## src/rtl/bbas_pkg.sv

```systemverilog
/*
 * bbas_pkg: constants and carrier types shared by the billboard attach sequencer.
 * assumes one 125 MHz clock and a plain register port with one-cycle strobes.
 */
package bbas_pkg;

    // ------------------------------------------------------------
    // register map
    // ------------------------------------------------------------
    localparam logic [15:0] bbas_off_control     = 16'h0004;
    localparam logic [15:0] bbas_off_timer_a_lo  = 16'h413c;
    localparam logic [15:0] bbas_off_timer_a_hi  = 16'h413d;
    localparam logic [15:0] bbas_off_timer_b_lo  = 16'h413e;
    localparam logic [15:0] bbas_off_timer_b_hi  = 16'h413f;
    localparam logic [15:0] bbas_off_status      = 16'h4140;
    localparam logic [15:0] bbas_off_configured  = 16'h4142;

    localparam logic [7:0]  bbas_rst_control     = 8'h14;
    localparam logic [7:0]  bbas_rst_timer_lo    = 8'hd0;
    localparam logic [7:0]  bbas_rst_timer_hi    = 8'h07;
    localparam logic [1:0]  bbas_rst_configured  = 2'h0;

    // control byte fields
    localparam int          bbas_ctl_enable_bit  = 0;
    localparam int          bbas_ctl_sel_lsb     = 1;
    localparam int          bbas_ctl_sel_msb     = 5;
    localparam logic [7:0]  bbas_ctl_write_mask  = 8'h3f;
    localparam logic [4:0]  bbas_sel_reserved    = 5'h09;
    localparam int          bbas_pin_count       = 17;

    // ------------------------------------------------------------
    // timing
    // ------------------------------------------------------------
    localparam int          bbas_clock_mhz       = 125;
    localparam int          bbas_tick_ms         = 10;
    localparam int          bbas_tick_cycles     = bbas_tick_ms * 1000 * bbas_clock_mhz;
    localparam int          bbas_detach_ms       = 1;
    localparam int          bbas_detach_cycles   = bbas_detach_ms * 1000 * bbas_clock_mhz;

    typedef enum logic [4:0] {
        bbas_st_normal     = 5'b00001,
        bbas_st_det_to_bb  = 5'b00010,
        bbas_st_billboard  = 5'b00100,
        bbas_st_det_to_std = 5'b01000,
        bbas_st_hold       = 5'b10000
    } bbas_state_e;

    typedef struct packed {
        logic [15:0] addr;
        logic [7:0]  wdata;
        logic        wr;
        logic        rd;
    } bbas_bus_s;

    typedef struct packed {
        logic connect;
        logic billboard;
    } bbas_attach_s;

endpackage

```

## src/rtl/bbas_top.sv

```systemverilog
/*
 * bbas_top: billboard attach sequencer for the internal function device.
 * assumes: the function device core reports address-set and alternate-mode
 * string requests as one-cycle pulses, and obeys o_connect and o_billboard (connect plus
 * descriptor set). descriptor contents live elsewhere.
 */
`timescale 1ns/1ps

// Notes on behaviour
// - failure input low requests billboard function
// - failure input chosen by control bits 5:1
// - control bit 0 enables billboard support
// - low pin first forces function detach
// - reconnect presenting billboard class descriptors
// - timer A starts on address assignment
// - configured-state field reports unspecified error
// - string request starts timer B
// - either timer expiry forces detach
// - then reconnect with standard descriptors
// - timer A limit: 16 bits, 10 ms steps
// - timer A resets to 07d0h, 20 s
// - timer B limit at 413eh/413fh
module bbas_top #(
    parameter int TICK_CYCLES   = bbas_pkg::bbas_tick_cycles,
    parameter int DETACH_CYCLES = bbas_pkg::bbas_detach_cycles
) (
    input  wire logic                                i_clock,
    input  wire logic                                i_rst,
    input  wire logic [bbas_pkg::bbas_pin_count-1:0] i_general_pin,
    input  wire logic                                i_addr_set,
    input  wire logic                                i_alt_string_req,
    input  wire logic [15:0]                         i_reg_addr,
    input  wire logic [7:0]                          i_reg_wdata,
    input  wire logic                                i_reg_wr,
    input  wire logic                                i_reg_rd,
    output logic [7:0]                               o_reg_rdata,
    output logic                                     o_connect,
    output logic                                     o_billboard,
    output logic [1:0]                               o_configured
);
    // ------------------------------------------------------------
    // state
    // ------------------------------------------------------------
    typedef struct packed {
        logic [7:0]            control;
        logic [15:0]           limit_a;
        logic [15:0]           limit_b;
        logic [1:0]            configured;
        bbas_pkg::bbas_state_e fsm;
        logic [17:0]           wait_count;
        logic [7:0]            rdata;
        bbas_pkg::bbas_attach_s attach;
    } bbas_top_s;

    bbas_top_s st;
    bbas_top_s next_st;
    bbas_pkg::bbas_bus_s bus;

    logic step;
    logic a_expired;
    logic b_expired;
    logic a_running;
    logic b_running;
    logic stop_timers;
    logic fail_req;
    logic sel_pin;

    assign bus = '{addr: i_reg_addr, wdata: i_reg_wdata, wr: i_reg_wr, rd: i_reg_rd};

    // ------------------------------------------------------------
    // pin select
    // ------------------------------------------------------------
    // maps the 5-bit code to a pin; reserved and out-of-range codes read high
    function automatic logic pick_pin(input logic [4:0] code,
                                      input logic [bbas_pkg::bbas_pin_count-1:0] pins);
        if (code == bbas_pkg::bbas_sel_reserved ||
            code >= 5'(bbas_pkg::bbas_pin_count)) begin
            return 1'b1;
        end
        return pins[code];
    endfunction

    assign sel_pin  = pick_pin(st.control[bbas_pkg::bbas_ctl_sel_msb:bbas_pkg::bbas_ctl_sel_lsb],
                               i_general_pin);
    assign fail_req = st.control[bbas_pkg::bbas_ctl_enable_bit] && !sel_pin;

    // ------------------------------------------------------------
    // timers
    // ------------------------------------------------------------
    bbas_tick #(
        .TICK_CYCLES (TICK_CYCLES)
    ) u_tick (
        .i_clock (i_clock),
        .i_rst   (i_rst),
        .o_tick  (step)
    );

    assign stop_timers = (st.fsm != bbas_pkg::bbas_st_billboard);

    bbas_timer u_timer_a (
        .i_clock   (i_clock),
        .i_rst     (i_rst),
        .i_start   (i_addr_set && st.fsm == bbas_pkg::bbas_st_billboard),
        .i_stop    (stop_timers),
        .i_step    (step),
        .i_limit   (st.limit_a),
        .o_expired (a_expired),
        .o_running (a_running)
    );

    bbas_timer u_timer_b (
        .i_clock   (i_clock),
        .i_rst     (i_rst),
        .i_start   (i_alt_string_req && st.fsm == bbas_pkg::bbas_st_billboard),
        .i_stop    (stop_timers),
        .i_step    (step),
        .i_limit   (st.limit_b),
        .o_expired (b_expired),
        .o_running (b_running)
    );

    // ------------------------------------------------------------
    // next state
    // ------------------------------------------------------------
    always_comb begin
        next_st       = st;
        next_st.rdata = 8'h00;

        if (bus.wr) begin
            case (bus.addr)
                bbas_pkg::bbas_off_control: begin
                    // bits 7:6 always read zero
                    next_st.control = bus.wdata & bbas_pkg::bbas_ctl_write_mask;
                end
                bbas_pkg::bbas_off_timer_a_lo: next_st.limit_a[7:0]  = bus.wdata;
                bbas_pkg::bbas_off_timer_a_hi: next_st.limit_a[15:8] = bus.wdata;
                bbas_pkg::bbas_off_timer_b_lo: next_st.limit_b[7:0]  = bus.wdata;
                bbas_pkg::bbas_off_timer_b_hi: next_st.limit_b[15:8] = bus.wdata;
                bbas_pkg::bbas_off_configured: next_st.configured = bus.wdata[1:0];
                default: begin
                end
            endcase
        end

        if (bus.rd) begin
            case (bus.addr)
                bbas_pkg::bbas_off_control:    next_st.rdata = st.control;
                bbas_pkg::bbas_off_timer_a_lo: next_st.rdata = st.limit_a[7:0];
                bbas_pkg::bbas_off_timer_a_hi: next_st.rdata = st.limit_a[15:8];
                bbas_pkg::bbas_off_timer_b_lo: next_st.rdata = st.limit_b[7:0];
                bbas_pkg::bbas_off_timer_b_hi: next_st.rdata = st.limit_b[15:8];
                bbas_pkg::bbas_off_configured: next_st.rdata = {6'h00, st.configured};
                bbas_pkg::bbas_off_status: begin
                    next_st.rdata = {1'b0, st.fsm, b_running, a_running};
                end
                default: next_st.rdata = 8'h00;
            endcase
        end

        case (st.fsm)
            bbas_pkg::bbas_st_normal: begin
                next_st.attach = '{connect: 1'b1, billboard: 1'b0};
                if (fail_req) begin
                    next_st.fsm        = bbas_pkg::bbas_st_det_to_bb;
                    next_st.wait_count = 18'h0;
                    next_st.attach     = '{connect: 1'b0, billboard: 1'b0};
                end
            end
            bbas_pkg::bbas_st_det_to_bb: begin
                // hold the disconnect long enough for the host to see a detach
                if (st.wait_count == 18'(DETACH_CYCLES - 1)) begin
                    next_st.fsm    = bbas_pkg::bbas_st_billboard;
                    next_st.attach = '{connect: 1'b1, billboard: 1'b1};
                end else begin
                    next_st.wait_count = st.wait_count + 18'h1;
                end
            end
            bbas_pkg::bbas_st_billboard: begin
                if (a_expired || b_expired || !st.control[bbas_pkg::bbas_ctl_enable_bit]) begin
                    next_st.fsm        = bbas_pkg::bbas_st_det_to_std;
                    next_st.wait_count = 18'h0;
                    // billboard set kept until reconnect, so descriptors only swap on attach
                    next_st.attach     = '{connect: 1'b0, billboard: 1'b1};
                end
            end
            bbas_pkg::bbas_st_det_to_std: begin
                if (st.wait_count == 18'(DETACH_CYCLES - 1)) begin
                    next_st.fsm    = bbas_pkg::bbas_st_hold;
                    next_st.attach = '{connect: 1'b1, billboard: 1'b0};
                end else begin
                    next_st.wait_count = st.wait_count + 18'h1;
                end
            end
            bbas_pkg::bbas_st_hold: begin
                // no new billboard showing until fail_req drops: selected pin high, control bit 0 clear or another pin selected
                next_st.attach = '{connect: 1'b1, billboard: 1'b0};
                if (!fail_req) begin
                    next_st.fsm = bbas_pkg::bbas_st_normal;
                end
            end
            default: begin
                next_st.fsm    = bbas_pkg::bbas_st_normal;
                next_st.attach = '{connect: 1'b1, billboard: 1'b0};
            end
        endcase
    end

    // ------------------------------------------------------------
    // registers
    // ------------------------------------------------------------
    always_ff @(posedge i_clock) begin
        if (i_rst) begin
            st.control    <= bbas_pkg::bbas_rst_control;
            st.limit_a    <= {bbas_pkg::bbas_rst_timer_hi, bbas_pkg::bbas_rst_timer_lo};
            st.limit_b    <= {bbas_pkg::bbas_rst_timer_hi, bbas_pkg::bbas_rst_timer_lo};
            st.configured <= bbas_pkg::bbas_rst_configured;
            st.fsm        <= bbas_pkg::bbas_st_normal;
            st.wait_count <= 18'h0;
            st.rdata      <= 8'h00;
            st.attach     <= '{connect: 1'b1, billboard: 1'b0};
        end else begin
            st <= next_st;
        end
    end

    assign o_reg_rdata  = st.rdata;
    assign o_connect    = st.attach.connect;
    assign o_billboard  = st.attach.billboard;
    assign o_configured = st.configured;
endmodule

```

## src/rtl/bbas_tick.sv

```systemverilog
/*
 * bbas_tick: divider giving a one-cycle pulse every 10 ms step.
 * assumes the 125 MHz system clock; count shortened by parameter in simulation.
 */
`timescale 1ns/1ps
module bbas_tick #(
    parameter int TICK_CYCLES = bbas_pkg::bbas_tick_cycles
) (
    input  wire logic i_clock,
    input  wire logic i_rst,
    output logic      o_tick
);
    typedef struct packed {
        logic [20:0] count;
        logic        tick;
    } bbas_tick_s;

    bbas_tick_s st;
    bbas_tick_s next_st;

    always_comb begin
        next_st      = st;
        next_st.tick = 1'b0;
        if (st.count == 21'(TICK_CYCLES - 1)) begin
            next_st.count = 21'h0;
            next_st.tick  = 1'b1;
        end else begin
            next_st.count = st.count + 21'h1;
        end
    end

    always_ff @(posedge i_clock) begin
        if (i_rst) begin
            st <= '0;
        end else begin
            st <= next_st;
        end
    end

    assign o_tick = st.tick;
endmodule

```

## src/rtl/bbas_timer.sv

```systemverilog
/*
 * bbas_timer: one detach timer counting 10 ms steps up to a 16-bit limit.
 * assumes start and step are one-cycle pulses in the system clock; stop is a level.
 */
`timescale 1ns/1ps
module bbas_timer (
    input  wire logic        i_clock,
    input  wire logic        i_rst,
    input  wire logic        i_start,
    input  wire logic        i_stop,
    input  wire logic        i_step,
    input  wire logic [15:0] i_limit,
    output logic             o_expired,
    output logic             o_running
);
    typedef struct packed {
        logic [15:0] count;
        logic        running;
        logic        expired;
    } bbas_timer_s;

    bbas_timer_s st;
    bbas_timer_s next_st;

    always_comb begin
        next_st         = st;
        next_st.expired = 1'b0;
        if (i_stop) begin
            next_st.running = 1'b0;
            next_st.count   = 16'h0;
        end else if (i_start && !st.running) begin
            next_st.running = 1'b1;
            next_st.count   = 16'h0;
        end else if (st.running && i_step) begin
            // a limit of zero expires at the first step
            if (st.count + 16'h1 >= i_limit) begin
                next_st.running = 1'b0;
                next_st.expired = 1'b1;
            end else begin
                next_st.count = st.count + 16'h1;
            end
        end
    end

    always_ff @(posedge i_clock) begin
        if (i_rst) begin
            st <= '0;
        end else begin
            st <= next_st;
        end
    end

    assign o_expired = st.expired;
    assign o_running = st.running;
endmodule

```

## config.mk

```make
export PLATFORM = sky130hd
export DESIGN_NAME = bbas_top
export DESIGN_NICKNAME = d
export VERILOG_FILES = /design/src/rtl/bbas_pkg.sv /design/src/rtl/bbas_top.sv /design/src/rtl/bbas_tick.sv /design/src/rtl/bbas_timer.sv
export SDC_FILE = /design/constraint.sdc
export NUM_CORES = 1
export LEC_CHECK = 0
export BUFFER_PORTS_ARGS = -buffer_cell sky130_fd_sc_hd__buf_2
export CORE_UTILIZATION = 54
export DETAILED_ROUTE_END_ITERATION = 10
export PLACE_DENSITY = 0.76
export SLEW_MARGIN = 15
export SYNTH_ARGS = -nofsm -noshare
export SYNTH_HDL_FRONTEND = slang
export SYNTH_SLANG_ARGS = --single-unit
```

## constraint.sdc

```tcl
create_clock -name i_clock -period 4.9 [get_ports i_clock]
set_clock_uncertainty 0.15 [all_clocks]
set_input_delay 1.225 -clock i_clock [delete_from_list [all_inputs] [get_ports i_clock]]
set_output_delay 1.225 -clock i_clock [all_outputs]
set_load 0.02 [all_outputs]
```

## After elaboration in Yosys (flattened, before gate mapping)

Index checks and enable logic that the tools add are counted.

- Reductions and logical operators: 40
- Magnitude comparators: 4
- Equal/unequal tests: 22
- Bitwise gates (word level): 5
- Add/subtract/negate cells: 4
- Mux-type cells: 26

Operators with widths:

| kind | number |
|---|---|
| 16-bit by 15-bit equality test with 1-bit output, second input constant | 6 |
| 8-bit one-hot mux with 7 select lines | 1 |
| 18-bit one-hot mux with 3 select lines | 1 |
| 23-bit two-way mux | 2 |
| 16-bit by 1-bit adder with 16-bit output, second input constant | 2 |
| 16-bit >= comparator | 2 |
| 5-bit one-hot mux with 5 select lines | 1 |
| 21-bit by 1-bit adder with 21-bit output, second input constant | 1 |
| 21-bit equality test, second input constant | 1 |
| 2-bit AND reduction | 10 |
| 18-bit by 1-bit adder with 18-bit output, second input constant | 1 |
| 18-bit by 17-bit equality test with 1-bit output, second input constant | 1 |
| 18-bit two-way mux | 1 |
| 16-bit by 3-bit equality test with 1-bit output, second input constant | 1 |
| 2-bit two-way mux | 8 |
| 5-bit two-way mux | 3 |
| 5-bit by 4-bit equality test with 1-bit output, second input constant | 2 |
| 2-bit inequality test, second input constant | 5 |
| 2-bit one-hot mux with 4 select lines | 1 |
| 2-bit nonzero test | 4 |
| 2-bit OR reduction | 4 |
| 4-bit OR reduction | 2 |
| 1-bit logical AND | 7 |
| 1-bit two-way mux | 7 |
| 17 further kinds | 27 |

- Register bits: 131
- Word-level logic and storage cells: 120
- Output and inout bits: 12
- Bits of input ports: 47

## Longest topological paths before layout

Gate-level depths: netlist of the first run.

- Word-level depth: 8
- Gate-level depth with buffers: 17
- Depth with buffers taken out: 16

## Cells and area by module

Synthesis of the first run repeated with hierarchy kept, for this count alone.

- Cell total of the unflattened synthesis: 870
- Area, all modules: 7,533.5 um^2

Modules (own cells, without submodules):

| module | cells each | times used | area an instance (um^2) | sequential area each (um^2) |
|---|---|---|---|---|
| bbas_top | 412 | 1 | 3,732.3 | 1,461.4 |
| bbas_timer | 173 | 2 | 1,390.1 | 360.3 |
| bbas_tick | 112 | 1 | 1,021.0 | 440.4 |

## Worst setup path after synthesis of the first run

No wires, ideal clock.

- Kind: flip-flop to flip-flop
- From: register u_timer_a.st[2] (netlist name)
- To: register u_timer_a.st[2] (netlist name)
- Cell stages (with the launch flop): 18
- Path slack: 1,260 ps
- Required time: 4,622 ps
- Setup time: 128 ps
- Clock period less this slack: 3,640 ps
- Data arrival time: 3,362 ps
- Path buffers: 3
- Path through: dfxtp_1 -> ha_1 -> nand3_1 -> or2_1 -> clkbuf_1 -> nor3_2 -> nand3_1 -> or2_2 -> xnor2_1 -> ha_1 -> nand2_1 -> nor2_1 -> nand3_1 -> o211ai_1 -> clkbuf_1 -> clkbuf_1 -> xor2_1 -> nor2_1

- Word-level cells in the longest chain between the ends: 4

Ends and longest elaborated chain:

| item | RTL line | source |
|---|---|---|
| start: declaration | bbas_timer.sv:22 | `bbas_timer_s st;` |
| start signal: assignment | bbas_timer.sv:49 | `st <= next_st;` |
| 16-bit by 1-bit adder with 16-bit output (*) | bbas_timer.sv:36, bbas_timer.sv:40 |  |
| 16-bit >= comparator | bbas_timer.sv:36 | `if (st.count + 16'h1 >= i_limit) begin` |
| 1-bit NOT (no line) | -- |  |
| 2-bit AND reduction (no line) | -- |  |

Mark *: on every way between the ends. The rest lies on a longest branch, timed or not.
A chain may end at the register's enable or synchronous reset.

## Final worst setup path of the first run

- From: register u_timer_a.st[2] (netlist name)
- To: register u_timer_a.st[10] (netlist name)

The elaborated chain is that of the path after synthesis.

==> impl_metrics.json, run 1 <==
{
  "status": "complete, no violations",
  "yosysTopAreaCell": "dfxtp_1",
  "cts_hold_buf": 0,
  "rsz0062_at_grt": "false",
  "whs_ns": 0.3081,
  "critPathMaxStageDelay_ns": 0.41,
  "synth_area_um2": 7134,
  "numCtsBuffers": 17,
  "synth_top_area_share_pct": 36.76,
  "clock_latency_ns": 0.42,
  "wl_per_cell_um": 14.69,
  "setup.worst_path.start": "u_timer_a.st[2]",
  "num_vias": 6217,
  "r2r_slack_ns": 0.98,
  "overflow": 0,
  "relSlewSlack_pct": 37.68,
  "yosysWarnings": 0,
  "std_cell_rows": 41,
  "cts_resized": 0,
  "clock.fmax_mhz": 254.9,
  "antenna_cells": 0,
  "io_pins": 59,
  "critPathKind": "reg2reg",
  "slowest_stage": "dfxtp_1",
  "cp_cell_sequence": "ha_1 -> nand3_1 -> or2_1 -> nor3_2 -> nand3_1 -> or2_2 -> xnor2_1 -> ha_1 -> nand2_1 -> o21ai_0 -> nor2_1 -> o211ai_1 -> buf_4 -> or4_1 -> a21oi_1",
  "cts_setup_buffers": 0,
  "die-area_um2": 13680,
  "cts_tree": "built",
  "drc_errors": 0,
  "worst_pin_slew_ns": 0.9314,
  "seq_area_frac_synth_pct": 36.76,
  "synthArstFlopShare_pct": 0,
  "place_ws_ns": 0.9657,
  "port_buffers": 57,
  "wl_met1_um": 7350,
  "crit_fanout": 29,
  "dieHeight_um": 116.9,
  "synth_area_leaders": "dfxtp_1 (37%), ha_1 (6.3%), nand2_1 (4.8%), nor2_1 (4.7%), xnor2_1 (4.7%)",
  "vias_per_cell": 5.683,
  "min_path_cells": 1,
  "period_needed_ns": 3.923,
  "cts_buffer_depth": 2,
  "coreArea_um2": 12770,
  "syn_nets": 952,
  "final_hold_viol_count": 0,
  "dr_wl_met3_um": 1071,
  "max-vdd-ir-drop_v": 0.0002196,
  "worstRegToRegCells": 15,
  "cp_data_arrival_time_ns": 4.12,
  "synth_cell_types": 65,
  "cp-end-kind": "register",
  "grt_pass1_wl_um": 26160,
  "ant_nets": 0,
  "r2r_start": "u_timer_a.st[2]",
  "drive_gt1_share_pct": 12.58,
  "n_fill_cell": 1096,
  "ys_ff_latch": 131,
  "synth.avg_cell_area_um2": 8.210,
  "powerDensity_nw_per_um2": 286.6,
  "post-route-period-util_pct": 80.07,
  "final_cell_mix": "dfxtp_1 (131), nand2_1 (91), nor2_1 (89)",
  "gp_congestion": 0.8753,
  "p_leak_nw": 3.121,
  "routed.top_layer": "met4",
  "path_clk_slew_ns": 0.06,
  "initial_utilization_pct": 55.85,
  "max_cap_viol_count": 0,
  "crit_end": "u_timer_a.st[10]",
  "cp.required_ns": 5.10,
  "ys.flop_type": "dfxtp_1",
  "drt-total-wl_um": 16080,
  "startpoint_type": "register",
  "hp-class": "reg2reg",
  "setup_ws_ns": 0.9767,
  "area_growth_pct": 12.47,
  "htree_levels": 4,
  "routed-wl-met2_um": 7359,
  "fin_nets": 994,
  "cts_root_buf": "clkbuf_16",
  "synthCells": 869,
  "die_w_um": 116.9,
  "grt_use_total_pct": 24.86,
  "setup_tns_ns": 0,
  "maxSlewViolCount": 0,
  "grt_start_max_net_pins": 31,
  "place_hpwl_um": 11650,
  "grt_pass1_vias": 5588,
  "clock_sinks": 131,
  "postLayoutCoreUtil_pct": 62.82,
  "dr.pass1.iters": 5,
  "setup_viol": 0,
  "timing.rr.end": "u_timer_a.st[10]",
  "drt_iter0_drc": 535,
  "antenna_found_initial": 0,
  "synth_edf_count": 0,
  "layout_commonest_cell": "dfxtp_1"
}
layer usage:
layer	up-vias	GRT usage (%)
li1	3157	-
met1	2836	31.65
met2	195	40.55
met3	29	5.973
met4	0	10.04
met5	-	0
state kept, by name (all words and copies together), names as in the netlist, 2 cells and up:
signal        count
o_configured      2
o_reg_rdata       8
st               61
u_tick.st        21
u_timer_a.st     16
u_timer_b.st     16
through the flow:
| stage | power [W] | std cells | area (µm²) |
|---|---|---|---|
| floorplan | 0.001120 | 869 | 7134 |
| global placement | 0.001154 | 1064 | 7472 |
| detailed placement | 0.001155 | 1064 | 7476 |
| CTS | 0.002318 | 1094 | 8020 |
| global route | 0.002374 | 1094 | 8024 |
| finish | 0.002300 | 1094 | 8024 |
worst max-delay path: cells and delay by family (launching register included):
kind / cells / cell delay (ns)
buf+inv: 1 / 0.23
flops: 1 / 0.41
simple gates: 8 / 1.99
fa+ha+maj: 2 / 0.50
xor+xnor: 1 / 0.19
compound gates: 3 / 0.39
cell families after synthesis:
family	synth area share [%]
buf+inv	5.401
fa+ha+maj	6.314
compound gates	15.12
mux	3.876
xor+xnor	7.980
simple gates	24.55
flops	36.76
how the worst min path moves through the flow:
stage	startpoint	slack (ns)	endpoint
after floorplan	u_tick.st[1]	0.28	u_tick.st[1]
after global placement	u_tick.st[1]	0.29	u_tick.st[1]
after detailed placement	u_tick.st[1]	0.30	u_tick.st[1]
after CTS	u_tick.st[1]	0.32	u_tick.st[1]
after global routing	u_tick.st[1]	0.34	u_tick.st[1]
final	u_tick.st[1]	0.31	u_tick.st[1]
synthesized netlist by cell type (12+ instances only):
library cell	number
and3_1	18
nand2_1	91
a22oi_1	12
mux2i_1	22
clkbuf_1	23
xnor2_1	38
xor2_1	27
a21oi_1	59
o211ai_1	14
nor2_1	89
o21ai_0	41
ha_1	36
dfxtp_1	131
inv_1	47
or3_1	24
nor3_1	17
nand3_1	50
layout make-up:
| class | count | area [µm²] | share of cell area [%] |
|---|---|---|---|
| flip-flops and latches | 131 | 2623 | 32.68 |
| well taps | 172 | 215.2 | 2.682 |
| inverters | 48 | 180.2 | 2.245 |
| clock inverters | 9 | 83.83 | 1.045 |
| clock buffers | 21 | 460.4 | 5.738 |
| multi-input cells | 651 | 4139 | 51.58 |
| repair buffers | 62 | 322.8 | 4.023 |
report_power, final:
| group | switching (W) | internal [W] |
|---|---|---|
| sequential | 0.00000176 | 0.00107 |
| clock | 0.000452 | 0.000715 |
| combinational | 0.0000402 | 0.0000234 |
| total | 0.000493 | 0.00181 |
Power figures use the tool's default switching activity.
==> inputs of run 2 (changes only) <==
--- a/config.mk
+++ b/config.mk
@@ -8,7 +8,7 @@
 export BUFFER_PORTS_ARGS = -buffer_cell sky130_fd_sc_hd__buf_2
 export CORE_UTILIZATION = 54
 export DETAILED_ROUTE_END_ITERATION = 10
-export PLACE_DENSITY = 0.76
+export PLACE_DENSITY = 0.79
 export SLEW_MARGIN = 15
 export SYNTH_ARGS = -nofsm -noshare
 export SYNTH_HDL_FRONTEND = slang
==> constraint.sdc (replaced) <==
create_clock -name i_clock -period 3.6 [get_ports i_clock]
set_clock_uncertainty 0.15 [all_clocks]
set_input_delay 0.9 -clock i_clock [delete_from_list [all_inputs] [get_ports i_clock]]
set_output_delay 0.9 -clock i_clock [all_outputs]
set_load 0.02 [all_outputs]
==> impl_metrics.json, run 2 (synthesized netlist as in run 1, its figures left out) <==
{
  "dieHeight_um": 116.9,
  "startpoint_type": "register",
  "post-route-period-util_pct": 99.83,
  "seq_power_share_pct": 46.6,
  "layout_commonest_cell": "dfxtp_1",
  "worst_pin_slew_ns": 1.281,
  "cp-end-kind": "register",
  "reg.largest.list": "st: 61 flops, u_tick.st: 21 flops",
  "num_vias": 6428,
  "slowest_stage": "dfxtp_4",
  "place_area_um2": 7650,
  "coreArea_um2": 12770,
  "drc_errors": 0,
  "stdcell_area_um2": 8424,
  "dr.pass1.iters": 5,
  "hp-class": "reg2reg",
  "comb_power_share_pct": 2.8,
  "setup_viol": 0,
  "p_switching_w": 0.0006504,
  "drive_gt1_share_pct": 18.11,
  "cts_root_buf": "clkbuf_16",
  "wl_per_cell_um": 15.39,
  "largest_register_ffs": 61,
  "critPathKind": "reg2reg",
  "grt_pass1_wl_um": 26140,
  "p_leak_nw": 3.328,
  "cts_hold_buf": 0,
  "place_hpwl_um": 11610,
  "maxSlewViolCount": 0,
  "cp_data_arrival_time_ns": 3.77,
  "initial_utilization_pct": 55.85,
  "clock.fmax_mhz": 278.2,
  "ant_nets": 0,
  "clock_sinks": 131,
  "crit_fanout": 7,
  "cts_tree": "built",
  "place_ws_ns": -0.04089,
  "powerDensity_nw_per_um2": 370.7,
  "cp.buffers_inverters": 3,
  "port_buffers": 57,
  "relSlewSlack_pct": 14.01,
  "p_sw_share_pct": 20.83,
  "grt_pass1_vias": 5467,
  "std_cell_rows": 41,
  "max-vdd-ir-drop_v": 0.0003564,
  "postLayoutCoreUtil_pct": 65.95,
  "numCtsBuffers": 17,
  "drt_iter0_drc": 648,
  "cp_top_family": "simple AND/OR/NAND/NOR gates",
  "cts_buffer_depth": 2,
  "crit_top_cell": "buf_4",
  "grt_use_total_pct": 24.67,
  "p_clk_share_pct": 50.7,
  "fin_nets": 1023,
  "antenna_cells": 0,
  "grt_start_max_net_pins": 30,
  "max_cap_viol_count": 0,
  "period_needed_ns": 3.594,
  "gp_congestion": 0.8719,
  "final_hold_viol_count": 0,
  "whs_ns": 0.3136,
  "die_w_um": 116.9,
  "antenna_found_initial": 0,
  "final_cell_mix": "dfxtp_1 (125), nand2_1 (89), nor2_1 (84)",
  "status": "complete, no violations",
  "critPathMaxStageDelay_ns": 0.37,
  "cp_cell_sequence": "ha_4 -> nand3_1 -> or2_4 -> nor3_4 -> buf_4 -> xor2_2 -> ha_1 -> and4_1 -> a221o_1 -> nand2_1 -> o211ai_1 -> buf_4 -> buf_6 -> or3_1 -> a21oi_1",
  "overflow": 0,
  "setup_ws_ns": 0.005951,
  "io_pins": 59,
  "rsz0062_at_grt": "true",
  "drt-total-wl_um": 17270,
  "htree_levels": 4,
  "area_growth_pct": 18.08,
  "cp.required_ns": 3.78,
  "p_int_w": 0.002472,
  "clock_latency_ns": 0.42,
  "vias_per_cell": 5.729,
  "max_flop_register": "st",
  "fin_total_pwr_w": 0.003123,
  "die-area_um2": 13680,
  "path_clk_slew_ns": 0.05
}
==> run 2: worst reg2reg max path, cell delays in order, from the launching register on <==
cell and delay (ns):
dfxtp_4 0.37, ha_4 0.15, nand3_1 0.10, or2_4 0.27
nor3_4 0.21, buf_4 0.15, xor2_2 0.15, ha_1 0.26
and4_1 0.22, a221o_1 0.37, nand2_1 0.13, o211ai_1 0.17
buf_4 0.19, buf_6 0.13, or3_1 0.31, a21oi_1 0.17
==> run 2: layer usage <==
layer,vias up,track usage [%],wire length (µm)
met1,3003,32.87,8070
met4,0,7.257,175
met3,17,6.025,1075
met2,204,39.61,7950
li1,3204,-,-
met5,-,0,0
==> run 2: what timing repair did <==
action,4_1_cts,5_1_grt
pin swaps,0,12
cloned,0,3
endpoints found under the setup margin,3,26
setup buffers,0,4
resized for setup,3,43
==> run 2: area by class of cell <==
| type | count | area [µm²] |
|---|---|---|
| fillers | 1034 | 4349 |
| multi-input cells | 651 | 4292 |
| flip-flops and latches | 131 | 2635 |
| repair buffers | 91 | 566.8 |
| clock buffers | 24 | 481.7 |
| well taps | 172 | 215.2 |
| inverters | 48 | 180.2 |
| clock inverters | 5 | 53.80 |
==> run 2: final timing paths <==
| check | slack (ns) | endpoint | startpoint | cells past startpoint |
|---|---|---|---|---|
| worst max-delay path | 0.006 | u_timer_a.st[13] | u_timer_a.st[2] | 15 |
| worst min-delay path | 0.31 | u_tick.st[1] | u_tick.st[1] | 1 |
| worst max register to register | 0.006 | u_timer_a.st[13] | u_timer_a.st[2] | 15 |
| worst min register to register | 0.31 | u_tick.st[1] | u_tick.st[1] | 1 |
==> run 2: stage by stage <==
stage / setup TNS (ns) / instances
finish: 0 / 1122
global route: -1.083 / 1122
global placement: 0 / 1086
CTS: 0 / 1115
floorplan: 0 / 869
detailed placement: -0.05021 / 1086
==> run 2: power by group through the flow <==
stage               registers, W  logic (W)  clock network (W)
floorplan                0.00149  0.0000381                  0
global placement         0.00149  0.0000833                  0
detailed placement       0.00149  0.0000842                  0
CTS                      0.00146  0.0000849            0.00161
global route             0.00145  0.0000948            0.00167
finish                   0.00145  0.0000860            0.00158
